File: config.mk
export PLATFORM = sky130hd
export DESIGN_NAME = sst_top
export DESIGN_NICKNAME = d
export VERILOG_FILES = /design/src/core/sst_pkg.sv /design/src/core/sst_top.sv
export VERILOG_INCLUDE_DIRS = /design/src /design/src/core
export SDC_FILE = /design/constraint.sdc
export NUM_CORES = 1
export LEC_CHECK = 0
export BUFFER_PORTS_ARGS = -buffer_cell sky130_fd_sc_hd__buf_2
export CAP_MARGIN = 10
export CORE_ASPECT_RATIO = 1.25
export CORE_MARGIN = 2
export CORE_UTILIZATION = 40
export DETAILED_ROUTE_END_ITERATION = 16
export GPL_TIMING_DRIVEN = 0
export SLEW_MARGIN = 20
export SYNTH_ARGS = -nofsm -noshare
export SYNTH_HDL_FRONTEND = slang
export SYNTH_HIERARCHICAL = 1
export SYNTH_SLANG_ARGS = --single-unit
export TNS_END_PERCENT = 20
File: constraint.sdc
create_clock -name mclk -period 13.1 [get_ports mclk]
set_input_delay 2.62 -clock mclk [delete_from_list [all_inputs] [get_ports mclk]]
set_output_delay 2.62 -clock mclk [all_outputs]
set_load 0.02 [all_outputs]
File: src/core/sst_consts.svh
// Register map, field positions, reset values and counts of the self-test channel
`ifndef SST_CONSTS_SVH
`define SST_CONSTS_SVH
`define SST_REG_RATE     5'h11
`define SST_REG_CHAN     5'h18
`define SST_REG_PAT      5'h19
`define SST_REG_STAT     5'h1B
`define SST_RATE_RST     16'h2000
`define SST_CHAN_RST     16'h0003
`define SST_PAT_RST      16'h0000
`define SST_RATE_TXFULL  0
`define SST_RATE_RXFULL  1
`define SST_RATE_EDGE    13
`define SST_CHAN_EN      0
`define SST_CHAN_ALIGN   1
`define SST_PAT_USER_EN  10
`define SST_PAT_INV      11
`define SST_PAT_PRBS_EN  12
`define SST_PAT_LOOP     13
`define SST_PAT_CHK_EN   14
`define SST_STAT_DONE    11
`define SST_STAT_FAIL    12
`define SST_PRE_ONES     6'h20
`define SST_OP_WRITE     2'h1
`define SST_OP_READ      2'h2
`define SST_ST_CODE      2'h1
`define SST_CHECK_LAST   10'h1FF
`define SST_FIFO_DEPTH   8
`define SST_SEED_FIX     7'h01
`define SST_COMMA_POS    7'h1F
`define SST_COMMA_NEG    7'h60
`endif

File: src/core/sst_pkg.sv
// Types shared by the self-test channel
`default_nettype none
package sst_pkg;
  typedef enum logic [1:0] {
    SST_PRE = 2'h0,
    SST_HDR = 2'h1,
    SST_TA  = 2'h3,
    SST_DAT = 2'h2
  } sst_mdio_st_t;
endpackage
`default_nettype wire

File: src/core/sst_top.sv
// Self-test, loopback and word-format logic of one serializer channel
`timescale 1ns/100ps
`default_nettype none
`include "sst_consts.svh"

// ----------------------------------------
// Transmit elastic buffer
// ----------------------------------------
module sst_fifo #(
  parameter int W = 10,
  parameter int D = `SST_FIFO_DEPTH
) (
  input  wire logic         mclk,
  input  wire logic         rst_n,
  input  wire logic         in_valid,
  output logic              in_ready,
  input  wire logic [W-1:0] in_data,
  output logic              out_valid,
  input  wire logic         out_ready,
  output logic [W-1:0]      out_data
);
  localparam int AW = $clog2(D);
  logic [W-1:0] mem [D];
  logic [AW:0]  wr_q;
  logic [AW:0]  rd_q;
  logic         full;

  assign full      = (wr_q[AW] != rd_q[AW]) && (wr_q[AW-1:0] == rd_q[AW-1:0]);
  assign in_ready  = !full;
  assign out_valid = (wr_q != rd_q);
  assign out_data  = mem[rd_q[AW-1:0]];

  always_ff @(posedge mclk) begin
    if (in_valid && in_ready) begin
      mem[wr_q[AW-1:0]] <= in_data;
    end
  end

  always_ff @(posedge mclk) begin
    if (!rst_n) begin
      wr_q <= '0;
      rd_q <= '0;
    end else begin
      if (in_valid && in_ready) begin
        wr_q <= wr_q + {{AW{1'b0}}, 1'b1};
      end
      if (out_valid && out_ready) begin
        rd_q <= rd_q + {{AW{1'b0}}, 1'b1};
      end
    end
  end
endmodule // sst_fifo

// ----------------------------------------
// Channel top
// ----------------------------------------
module sst_top import sst_pkg::*; #(
  parameter logic [2:0] CHIP_ID = 3'h0,
  parameter logic [1:0] CHAN_ID = 2'h0,
  parameter int         FIFO_D  = `SST_FIFO_DEPTH
) (
  input  wire logic       mclk,
  input  wire logic       rst_n,
  input  wire logic       mdc,
  input  wire logic       mdio_in,
  output logic            mdio_out,
  output logic            mdio_oe,
  input  wire logic       datapath_mode_select,
  input  wire logic       tx_byte_clock,
  input  wire logic [9:0] tx_parallel_word,
  output logic            tx_fifo_ready,
  output logic            serial_tx_pair_p,
  output logic            serial_tx_pair_n,
  input  wire logic       serial_rx_pair,
  input  wire logic       rx_signal_loss,
  output logic            signal_loss_flag,
  output logic [9:0]      rx_parallel_word,
  output logic            rx_byte_clock,
  output logic            rx_word_valid
);
  // 6b and 4b code groups for negative running disparity
  localparam logic [5:0] ENC6 [32] = '{
    6'h27, 6'h1D, 6'h2D, 6'h31, 6'h35, 6'h29, 6'h19, 6'h38,
    6'h39, 6'h25, 6'h15, 6'h34, 6'h0D, 6'h2C, 6'h1C, 6'h17,
    6'h1B, 6'h23, 6'h13, 6'h32, 6'h0B, 6'h2A, 6'h1A, 6'h3A,
    6'h33, 6'h26, 6'h16, 6'h36, 6'h0E, 6'h2E, 6'h1E, 6'h2B};
  localparam logic [3:0] ENC4 [8] = '{4'hB, 4'h9, 4'h5, 4'hC, 4'hD, 4'hA, 4'h6, 4'hE};

  function automatic logic [10:0] sst_enc(input logic [7:0] b, input logic rd);
    logic [5:0] c6;
    logic [3:0] c4;
    logic       r;
    c6 = ENC6[b[4:0]];
    r  = rd;
    if (r && (($countones(c6) != 3) || (b[4:0] == 5'h07))) begin
      c6 = ~c6;
    end
    r  = r ^ ($countones(c6) != 3);
    c4 = ENC4[b[7:5]];
    if (r && (($countones(c4) != 2) || (b[7:5] == 3'h3))) begin
      c4 = ~c4;
    end
    r  = r ^ ($countones(c4) != 2);
    return {r, c6, c4};
  endfunction

  // Complement forms are only legal where the encoder can produce them
  function automatic logic [8:0] sst_dec(input logic [9:0] w);
    logic [4:0] lo;
    logic [2:0] hi;
    logic       f6;
    logic       f4;
    lo = 5'h00;
    hi = 3'h0;
    f6 = 1'b0;
    f4 = 1'b0;
    for (int i = 0; i < 32; i++) begin
      if ((w[9:4] == ENC6[i]) || ((w[9:4] == ~ENC6[i]) &&
          (($countones(ENC6[i]) != 3) || (i == 7)))) begin
        lo = 5'(i);
        f6 = 1'b1;
      end
    end
    for (int j = 0; j < 8; j++) begin
      if ((w[3:0] == ENC4[j]) || ((w[3:0] == ~ENC4[j]) &&
          (($countones(ENC4[j]) != 2) || (j == 3)))) begin
        hi = 3'(j);
        f4 = 1'b1;
      end
    end
    return {!(f6 && f4), hi, lo};
  endfunction

  // Ten steps of x^7+x^6+1, first generated bit in the MSB
  function automatic logic [16:0] sst_prbs(input logic [6:0] s);
    logic [6:0] l;
    logic [9:0] w;
    l = s;
    w = 10'h000;
    for (int i = 9; i >= 0; i--) begin
      l    = {l[5:0], l[6] ^ l[5]};
      w[i] = l[0];
    end
    return {l, w};
  endfunction

  // ----------------------------------------
  // Input synchronisers and edges
  // ----------------------------------------
  logic [15:0] meta_q;
  logic [15:0] sync_q;
  logic        mdc_d_q;
  logic        tclk_d_q;
  logic        mdc_s;
  logic        mdio_s;
  logic        codec_s;
  logic        tclk_s;
  logic [9:0]  tdat_s;
  logic        srx_s;
  logic        los_s;

  always_ff @(posedge mclk) begin
    if (!rst_n) begin
      meta_q   <= 16'h0000;
      sync_q   <= 16'h0000;
      mdc_d_q  <= 1'b0;
      tclk_d_q <= 1'b0;
    end else begin
      meta_q   <= {mdc, mdio_in, datapath_mode_select, tx_byte_clock, tx_parallel_word,
                   serial_rx_pair, rx_signal_loss};
      sync_q   <= meta_q;
      mdc_d_q  <= mdc_s;
      tclk_d_q <= tclk_s;
    end
  end

  assign mdc_s   = sync_q[15];
  assign mdio_s  = sync_q[14];
  assign codec_s = sync_q[13];
  assign tclk_s  = sync_q[12];
  assign tdat_s  = sync_q[11:2];
  assign srx_s   = sync_q[1];
  assign los_s   = sync_q[0];
  assign signal_loss_flag = los_s;

  // ----------------------------------------
  // Management frame slave
  // ----------------------------------------
  sst_mdio_st_t st_q;
  logic [5:0]   ones_q;
  logic [13:0]  hdr_q;
  logic [13:0]  hdr_d;
  logic [4:0]   cnt_q;
  logic [15:0]  sh_q;
  logic         rd_q;
  logic         mdio_out_q;
  logic         mdio_oe_q;
  logic [15:0]  rd_data;
  logic         wr_stb;
  logic [15:0]  wr_data;
  logic         mdc_rise;

  assign mdc_rise = mdc_s & ~mdc_d_q;
  assign hdr_d    = {hdr_q[12:0], mdio_s};
  assign wr_stb   = mdc_rise && (st_q == SST_DAT) && (cnt_q == 5'h0F) && !rd_q;
  assign wr_data  = {sh_q[14:0], mdio_s};
  assign mdio_out = mdio_out_q;
  assign mdio_oe  = mdio_oe_q;

  always_ff @(posedge mclk) begin
    if (!rst_n) begin
      st_q       <= SST_PRE;
      ones_q     <= 6'h00;
      hdr_q      <= 14'h0000;
      cnt_q      <= 5'h00;
      sh_q       <= 16'h0000;
      rd_q       <= 1'b0;
      mdio_out_q <= 1'b0;
      mdio_oe_q  <= 1'b0;
    end else if (mdc_rise) begin
      case (st_q)
        SST_PRE: begin
          if (mdio_s) begin
            ones_q <= (ones_q == `SST_PRE_ONES) ? ones_q : ones_q + 6'h01;
          end else begin
            ones_q <= 6'h00;
            if (ones_q == `SST_PRE_ONES) begin
              st_q  <= SST_HDR;
              hdr_q <= hdr_d;
              cnt_q <= 5'h01;
            end
          end
        end
        SST_HDR: begin
          hdr_q <= hdr_d;
          cnt_q <= cnt_q + 5'h01;
          if (cnt_q == 5'h0D) begin
            cnt_q <= 5'h00;
            rd_q  <= (hdr_d[11:10] == `SST_OP_READ);
            // Other channels' frames are left alone
            if ((hdr_d[13:12] == `SST_ST_CODE) && (hdr_d[9:5] == {CHIP_ID, CHAN_ID}) &&
                ((hdr_d[11:10] == `SST_OP_READ) || (hdr_d[11:10] == `SST_OP_WRITE))) begin
              st_q <= SST_TA;
            end else begin
              st_q <= SST_PRE;
            end
          end
        end
        SST_TA: begin
          if (cnt_q == 5'h00) begin
            cnt_q      <= 5'h01;
            mdio_oe_q  <= rd_q;
            mdio_out_q <= 1'b0;
          end else begin
            st_q       <= SST_DAT;
            cnt_q      <= 5'h00;
            sh_q       <= rd_data;
            mdio_out_q <= rd_q & rd_data[15];
          end
        end
        SST_DAT: begin
          cnt_q      <= cnt_q + 5'h01;
          sh_q       <= {sh_q[14:0], mdio_s};
          mdio_out_q <= rd_q & sh_q[14];
          if (cnt_q == 5'h0F) begin
            st_q       <= SST_PRE;
            mdio_oe_q  <= 1'b0;
            mdio_out_q <= 1'b0;
          end
        end
        default: begin
          st_q      <= SST_PRE;
          mdio_oe_q <= 1'b0;
        end
      endcase
    end
  end

  // ----------------------------------------
  // Registers
  // ----------------------------------------
  logic [15:0] rate_q;
  logic [15:0] chan_q;
  logic [15:0] pat_q;
  logic [15:0] stat;
  logic        chk_done_q;
  logic        chk_fail_q;
  logic        chk_en;
  logic        prbs_en;
  logic        user_en;
  logic        inv;

  always_ff @(posedge mclk) begin
    if (!rst_n) begin
      rate_q <= `SST_RATE_RST;
      chan_q <= `SST_CHAN_RST;
      pat_q  <= `SST_PAT_RST; // loopback off after reset
    end else if (wr_stb) begin
      case (hdr_q[4:0])
        `SST_REG_RATE: rate_q <= wr_data;
        `SST_REG_CHAN: chan_q <= wr_data;
        `SST_REG_PAT:  pat_q  <= wr_data;
        default:       rate_q <= rate_q;
      endcase
    end
  end

  assign chk_en  = pat_q[`SST_PAT_CHK_EN];
  assign prbs_en = pat_q[`SST_PAT_PRBS_EN];
  assign user_en = pat_q[`SST_PAT_USER_EN];
  assign inv     = pat_q[`SST_PAT_INV];

  always_comb begin
    stat = 16'h0000;
    stat[`SST_STAT_DONE] = chk_en & chk_done_q;
    stat[`SST_STAT_FAIL] = chk_en & chk_fail_q;
  end

  always_comb begin
    case (hdr_q[4:0])
      `SST_REG_RATE: rd_data = rate_q;
      `SST_REG_CHAN: rd_data = chan_q;
      `SST_REG_PAT:  rd_data = pat_q;
      `SST_REG_STAT: rd_data = stat;
      default:       rd_data = 16'h0000;
    endcase
  end

  // ----------------------------------------
  // Transmit path
  // ----------------------------------------
  logic       push;
  logic       fifo_out_valid;
  logic [9:0] fifo_out_data;
  logic       pop;
  logic       div_q;
  logic       tx_bit_en;
  logic       rx_bit_en;
  logic       word_ld;
  logic [9:0] tx_sh_q;
  logic [3:0] tx_cnt_q;
  logic       tx_rd_q;
  logic [6:0] prbs_q;
  logic       alt_q;
  logic [16:0] prbs_nx;
  logic [10:0] enc;
  logic [9:0] next_word;

  // Full rate takes words on both byte clock edges, half rate on rising only
  assign push = (tclk_s & ~tclk_d_q) | (rate_q[`SST_RATE_TXFULL] & ~tclk_s & tclk_d_q);

  // Elastic buffer absorbs byte clock phase; latency depends on fill at reset
  sst_fifo #(.W(10), .D(FIFO_D)) u_txfifo (
    .mclk      (mclk),
    .rst_n     (rst_n),
    .in_valid  (push),
    .in_ready  (tx_fifo_ready),
    .in_data   (tdat_s),
    .out_valid (fifo_out_valid),
    .out_ready (pop),
    .out_data  (fifo_out_data)
  );

  always_ff @(posedge mclk) begin
    if (!rst_n) begin
      div_q <= 1'b0;
    end else begin
      div_q <= ~div_q;
    end
  end

  assign tx_bit_en = chan_q[`SST_CHAN_EN] & (rate_q[`SST_RATE_TXFULL] | div_q);
  assign rx_bit_en = chan_q[`SST_CHAN_EN] & (rate_q[`SST_RATE_RXFULL] | div_q);
  assign word_ld   = tx_bit_en && (tx_cnt_q == 4'h9);
  // Test sources hold the buffer; the source sees back-pressure until they stop
  assign pop       = word_ld & ~prbs_en & ~user_en;
  assign prbs_nx   = sst_prbs(prbs_q);
  assign enc       = sst_enc(fifo_out_valid ? fifo_out_data[7:0] : 8'h00, tx_rd_q);

  always_comb begin
    if (prbs_en) begin
      next_word = prbs_nx[9:0] ^ {10{inv}};
    end else if (user_en) begin
      next_word = (inv & alt_q) ? ~pat_q[9:0] : pat_q[9:0];
    end else if (codec_s) begin
      next_word = enc[9:0];
    end else begin
      next_word = fifo_out_valid ? fifo_out_data : 10'h000;
    end
  end

  always_ff @(posedge mclk) begin
    if (!rst_n) begin
      prbs_q <= `SST_SEED_FIX;
      alt_q  <= 1'b0;
    end else begin
      // Seed reloads whenever the generator is off; a zero state would lock up
      if (!prbs_en) begin
        prbs_q <= (pat_q[6:0] == 7'h00) ? `SST_SEED_FIX : pat_q[6:0];
      end else if (word_ld) begin
        prbs_q <= prbs_nx[16:10];
      end
      if (!user_en || prbs_en) begin
        alt_q <= 1'b0;
      end else if (word_ld) begin
        alt_q <= ~alt_q;
      end
    end
  end

  always_ff @(posedge mclk) begin
    if (!rst_n || !chan_q[`SST_CHAN_EN]) begin
      tx_sh_q  <= 10'h000;
      tx_cnt_q <= 4'h9;
      tx_rd_q  <= 1'b0;
    end else if (tx_bit_en) begin
      if (word_ld) begin
        tx_sh_q  <= next_word;
        tx_cnt_q <= 4'h0;
        if (!prbs_en && !user_en && codec_s) begin
          tx_rd_q <= enc[10];
        end
      end else begin
        tx_sh_q  <= {tx_sh_q[8:0], 1'b0};
        tx_cnt_q <= tx_cnt_q + 4'h1;
      end
    end
  end

  assign serial_tx_pair_p = tx_sh_q[9];
  assign serial_tx_pair_n = ~tx_sh_q[9];

  // ----------------------------------------
  // Receive path
  // ----------------------------------------
  logic       rx_bit;
  logic [9:0] rx_sh_q;
  logic [9:0] rx_win;
  logic [3:0] rx_cnt_q;
  logic       comma;
  logic       rx_end;
  logic [8:0] dec;
  logic [9:0] rx_word_q;
  logic       rx_clk_q;
  logic       rx_vld_q;

  assign rx_bit = pat_q[`SST_PAT_LOOP] ? tx_sh_q[9] : srx_s;
  assign rx_win = {rx_sh_q[8:0], rx_bit};
  assign comma  = chan_q[`SST_CHAN_ALIGN] &&
                  ((rx_win[9:3] == `SST_COMMA_POS) || (rx_win[9:3] == `SST_COMMA_NEG));
  assign rx_end = rx_bit_en && ((rx_cnt_q == 4'h9) || comma);
  assign dec    = sst_dec(rx_win);

  always_ff @(posedge mclk) begin
    if (!rst_n) begin
      rx_sh_q   <= 10'h000;
      rx_cnt_q  <= 4'h0;
      rx_word_q <= 10'h000;
      rx_clk_q  <= 1'b0;
      rx_vld_q  <= 1'b0;
    end else begin
      rx_vld_q <= rx_end;
      if (rx_bit_en) begin
        rx_sh_q  <= rx_win;
        rx_cnt_q <= rx_end ? 4'h0 : rx_cnt_q + 4'h1;
      end
      if (rx_end) begin
        rx_clk_q <= ~rx_clk_q;
        if (codec_s) begin
          // Pin loss still shows in loopback, whatever the receive pair carries
          rx_word_q <= {los_s | dec[8], 1'b0, dec[7:0]};
        end else begin
          rx_word_q <= rx_win;
        end
      end
    end
  end

  assign rx_parallel_word = rx_word_q;
  assign rx_byte_clock    = rx_clk_q;
  assign rx_word_valid    = rx_vld_q;

  // ----------------------------------------
  // Pattern checker
  // ----------------------------------------
  logic [6:0] hist_q;
  logic [2:0] fill_q;
  logic [9:0] chk_cnt_q;
  logic [6:0] hist_d;
  logic [2:0] fill_d;
  logic       prbs_err;
  logic       miss;

  // Self-synchronising: the first seven bits only seed the history
  always_comb begin
    hist_d   = hist_q;
    fill_d   = fill_q;
    prbs_err = 1'b0;
    for (int i = 9; i >= 0; i--) begin
      if ((fill_d == 3'h7) && (rx_win[i] != (hist_d[6] ^ hist_d[5] ^ inv))) begin
        prbs_err = 1'b1;
      end
      hist_d = {hist_d[5:0], rx_win[i]};
      fill_d = (fill_d == 3'h7) ? fill_d : fill_d + 3'h1;
    end
  end

  always_comb begin
    if (prbs_en) begin
      miss = prbs_err;
    end else if (user_en) begin
      miss = !((rx_win == pat_q[9:0]) || (inv && (rx_win == ~pat_q[9:0])));
    end else begin
      miss = 1'b0;
    end
  end

  always_ff @(posedge mclk) begin
    if (!rst_n || !chk_en) begin
      hist_q     <= 7'h00;
      fill_q     <= 3'h0;
      chk_cnt_q  <= 10'h000;
      chk_done_q <= 1'b0;
      chk_fail_q <= 1'b0;
    end else if (rx_end && !chk_done_q) begin
      hist_q     <= hist_d;
      fill_q     <= fill_d;
      chk_cnt_q  <= chk_cnt_q + 10'h001;
      chk_fail_q <= chk_fail_q | miss;
      if (chk_cnt_q == `SST_CHECK_LAST) begin
        chk_done_q <= 1'b1;
      end
    end
  end
endmodule // sst_top
`default_nettype wire

==> tab_implementation.tex <==
\begin{tabular}{lr}
\hline
Metric & Value \\
\hline
\multicolumn{2}{l}{\textbf{CTS}} \\
\quad Post-CTS setup buffer count & 0 \\
\quad Clock transition at path regs & 0.06 ns \\
\quad TritonCTS clock tree & done \\
\quad CTS HTree Levels & 1 \\
\quad Root buffer cell & sky130\_fd\_sc\_hd\_\_clkbuf\_16 \\
\quad TritonCTS Buffers & 29 \\
\quad Count of hold buffers inserted by post-cts repair & 0 \\
\quad Clock latency reported for the late side of the worst-skew pair & 0.58 ns \\
\quad Number of gates resized after cts & 0 \\
\quad Maximum count of clock buffers along a single path & 3 \\
\quad Clock sink count & 288 \\
\multicolumn{2}{l}{\textbf{STA}} \\
\quad Number of setup violations in the final report & 0 \\
\quad Final worst clock skew & 0.01670 ns \\
\quad Worst Max-Slew Pin Slew & 0.8630 ns \\
\quad Maximum clock frequency & 101.1 MHz \\
\quad Setup repair after global routing missed its margin & false \\
\quad Min Clock Period, post-route & 9.889 ns \\
\quad Final hold violations & 0 \\
\quad Relative max-transition margin & 41.99\% \\
\quad Final Max Tran Viols & 0 \\
\quad Tcrit/Tclk final & 75.49\% \\
\quad Final setup TNS & 0 ns \\
\multicolumn{2}{l}{\textbf{Synth}} \\
\quad Synthesized area & 15,320 µm² \\
\quad Adder-Cell Fraction of Synth Area & 4.444\% \\
\quad Netlist cell types & 103 \\
\quad Compound-gate portion of the synthesized area & 16.08\% \\
\quad Async S/R FF share, synth & 0\% \\
\quad Post-synthesis simple-gate area fraction & 18.37\% \\
\quad Count of flip-flops with a built-in enable after synthesis & 80 \\
\quad Number of synthesized register bits & 288 \\
\quad Number of cells produced by synthesis & 1,577 \\
\quad Combinational family with the most area after synthesis & simple AND/OR/NAND/NOR gates \\
\quad Share of synthesized area spent on multiplexers & 7.229\% \\
\quad Average size of a mapped cell & 9.713 µm² \\
\quad Dominant synthesized flop cell & sky130\_fd\_sc\_hd\_\_dfxtp\_1 \\
\quad Synthesized-area fraction occupied by xor and xnor cells & 6.568\% \\
\quad Sequential fraction of the synthesis area & 42.87\% \\
\quad Net count after synthesis & 1,645 \\
\quad Count of warnings emitted by yosys & 6 \\
\multicolumn{2}{l}{\textbf{GRT}} \\
\quad Antenna violations before repair & 0 \\
\quad Maximum number of pins on one net before global-route repair & 16 \\
\quad Global Route Usage Sum & 20.28\% \\
\quad Wire length of the first global-routing pass & 64.09 mm \\
\quad Congestion Overflow GR & 0 \\
\quad Vias in the first global route & 11,670 \\
\multicolumn{2}{l}{\textbf{Placement}} \\
\quad Area of placed instances & 16,210 µm² \\
\quad Half-perimeter wire length of the detailed placement result & 29.04 mm \\
\quad Routability cong. & 0.8823 \\
\quad IO Port Bufs & 34 \\
\multicolumn{2}{l}{\textbf{Drt}} \\
\quad DRC viols & 0 \\
\quad Via density per instance & 5.543 \\
\quad Number of antenna-violating nets in the routed design & 0 \\
\quad Routed vias & 12,010 \\
\quad Detailed-route wire length per cell & 18.49 µm \\
\quad TritonRoute pass-1 iters & 6 \\
\quad Number of violations reported at the end of detailed-routing iteration 0 & 1,021 \\
\quad Detailed Route WL & 40.06 mm \\
\multicolumn{2}{l}{\textbf{Run status}} \\
\quad Result of the run & finished, final reports clean \\
\multicolumn{2}{l}{\textbf{Final layout}} \\
\quad Commonest non-fill, non-tap cells in the layout & sky130\_fd\_sc\_hd\_\_nand2\_1, sky130\_fd\_sc\_hd\_\_dfxtp\_1, sky130\_fd\_sc\_hd\_\_nor2\_1, sky130\_fd\_sc\_hd\_\_edfxtp\_1, sky130\_fd\_sc\_hd\_\_buf\_2 \\
\quad Number of filler cells placed in the layout & 3,589 \\
\quad Layout cell share with drive strength beyond 1 & 13.27\% \\
\quad Area grow syn2layout & 12.38\% \\
\quad Most common cell after layout, fill and taps aside & sky130\_fd\_sc\_hd\_\_nand2\_1 \\
\quad Final standard cell area without fillers & 17,210 µm² \\
\quad Final nets & 1,718 \\
\quad Utilization after layout & 45.37\% \\
\multicolumn{2}{l}{\textbf{Floorplan}} \\
\quad Vertical die dimension & 222.8 µm \\
\quad Overall die area & 39,880 µm² \\
\quad Number of primary I/O pins & 36 \\
\quad Floorplan die width & 179.0 µm \\
\quad Starting density of the core & 40.38\% \\
\quad Number of rows created at floorplan & 80 \\
\quad Core Region & 37,940 µm² \\
\multicolumn{2}{l}{\textbf{Setup path}} \\
\quad Critical path peak fanout & 10 \\
\quad Slowest Stage Delay on Critical Path & 0.52 ns \\
\quad Worst setup path class & reg -> reg \\
\quad Critical-path cell with the highest stage delay & sky130\_fd\_sc\_hd\_\_fa\_1 \\
\quad CP dominant cell by count & sky130\_fd\_sc\_hd\_\_ha\_1 \\
\quad WP data arrival & 10.34 ns \\
\quad Crit path required time & 13.56 ns \\
\quad Critical Path End Type & flop \\
\quad Element type at the critical path start & flop \\
\multicolumn{2}{l}{\textbf{Flow run}} \\
\quad Max-capacitance violation count & 0 \\
\multicolumn{2}{l}{\textbf{Power}} \\
\quad Leakage power figure & 0.006298 µW \\
\quad Total power & 2182 µW \\
\quad Highest ir drop seen on vdd & 0.0001157 V \\
\quad Power per standard cell area & 126.8 nW/µm² \\
\multicolumn{2}{l}{\textbf{Hold path}} \\
\quad Hold WC Path Type & reg -> reg \\
\hline
\end{tabular}
## layer usage
| layer | track usage, % | vias up | share of wire (%) |
|---|---|---|---|
| met3 | 2.139 | 65 | 4.7 |
| met2 | 33.10 | 298 | 47 |
| met1 | 27.91 | 5846 | 45 |
| met5 | 0 | - | 0 |
| met4 | 6.766 | 0 | 3.1 |
| li1 | - | 5798 | - |
## kinds of logic (layout without fill, tap and decap cells)
family                     count (synthesis)  count (layout)
AOI/OAI and AO/OA                        333             333
xor gates and xnor gates                 111             111
adders and majority gates                 51              51
buffers and inverters                    152             248
DFF                                      288             288
muxes                                     83              83
other                                      0               1
and+or+nand+nor                          559             559
## cell usage after synthesis, types with 30 or more instances
cell | count | area [µm²]
sky130_fd_sc_hd__buf_2 | 39 | 195.2
sky130_fd_sc_hd__nand2_1 | 230 | 863.3
sky130_fd_sc_hd__xnor2_1 | 56 | 490.5
sky130_fd_sc_hd__o211ai_1 | 30 | 225.2
sky130_fd_sc_hd__nor2_1 | 88 | 330.3
sky130_fd_sc_hd__ha_1 | 44 | 550.5
sky130_fd_sc_hd__mux2i_1 | 45 | 450.4
sky130_fd_sc_hd__dfxtp_1 | 208 | 4164
sky130_fd_sc_hd__and2_1 | 43 | 269.0
sky130_fd_sc_hd__a21oi_1 | 55 | 275.3
sky130_fd_sc_hd__edfxtp_1 | 80 | 2402
sky130_fd_sc_hd__inv_1 | 37 | 138.9
sky130_fd_sc_hd__xor2_1 | 52 | 455.4
sky130_fd_sc_hd__clkbuf_1 | 60 | 225.2
sky130_fd_sc_hd__a21boi_1 | 38 | 285.3
sky130_fd_sc_hd__o21ai_0 | 34 | 170.2
sky130_fd_sc_hd__nor2b_1 | 35 | 219.0
## stage by stage
stage | setup WS [ns] | cells | hold slack, ns
5_1_grt | 2.484 | 2165 | 0.4569
4_1_cts | 3.226 | 2165 | 0.4338
3_3_place_gp | 3.358 | 2103 | 0.4139
6_report | 3.211 | 2166 | 0.4319
2_1_floorplan | 4.345 | 1577 | 0.4119
3_5_place_dp | 3.282 | 2111 | 0.4177
## path summary, 6_finish.rpt
check	from	cells after the start	endpoint	slack (ns)
max	u_txfifo/wr_q[0]	45	tx_rd_q	3.21
min	meta_q[4]	1	sync_q[4]	0.43
max reg2reg	u_txfifo/wr_q[0]	45	tx_rd_q	3.21
min reg2reg	meta_q[4]	1	sync_q[4]	0.43
## report_power, final
part           switching [µW]  total, µW  internal, µW
combinational             210        371           161
clock                     368        874           506
sequential               10.2        937           927
## critical path, delay by kind of cell (launching register included)
family	cells	cell delay (ns)
fa+ha+maj	12	3.73
buf+inv	12	1.92
simple gates	10	1.61
compound gates	6	1.14
xor+xnor	5	1.01
flops	1	0.33
## flip-flops by register name (all words and copies together) (netlist names), 5 cells and up, named ones only
name              count
u_txfifo/mem         80
chan_q               16
meta_q               16
pat_q                16
rate_q               16
sync_q               16
sh_q                 15
hdr_q                13
chk_cnt_q            10
rx_parallel_word     10
tx_sh_q              10
rx_sh_q               9
hist_q                7
prbs_q                7
ones_q                6
cnt_q                 5
## area by class of cell
cell class	count	area [µm²]	share of cell area [%]
sequential	288	6566	38.15
tap	492	615.6	3.576
multi-input combinational	1137	8113	47.13
timing repair buffer	42	237.7	1.381
clock buffer	36	782.0	4.543
buffer	114	536.8	3.118
clock inverter	18	216.5	1.258
antenna	1	2.502	0.01454
inverter	38	142.6	0.8287
Note: power is estimated with default switching activity, not from simulation.
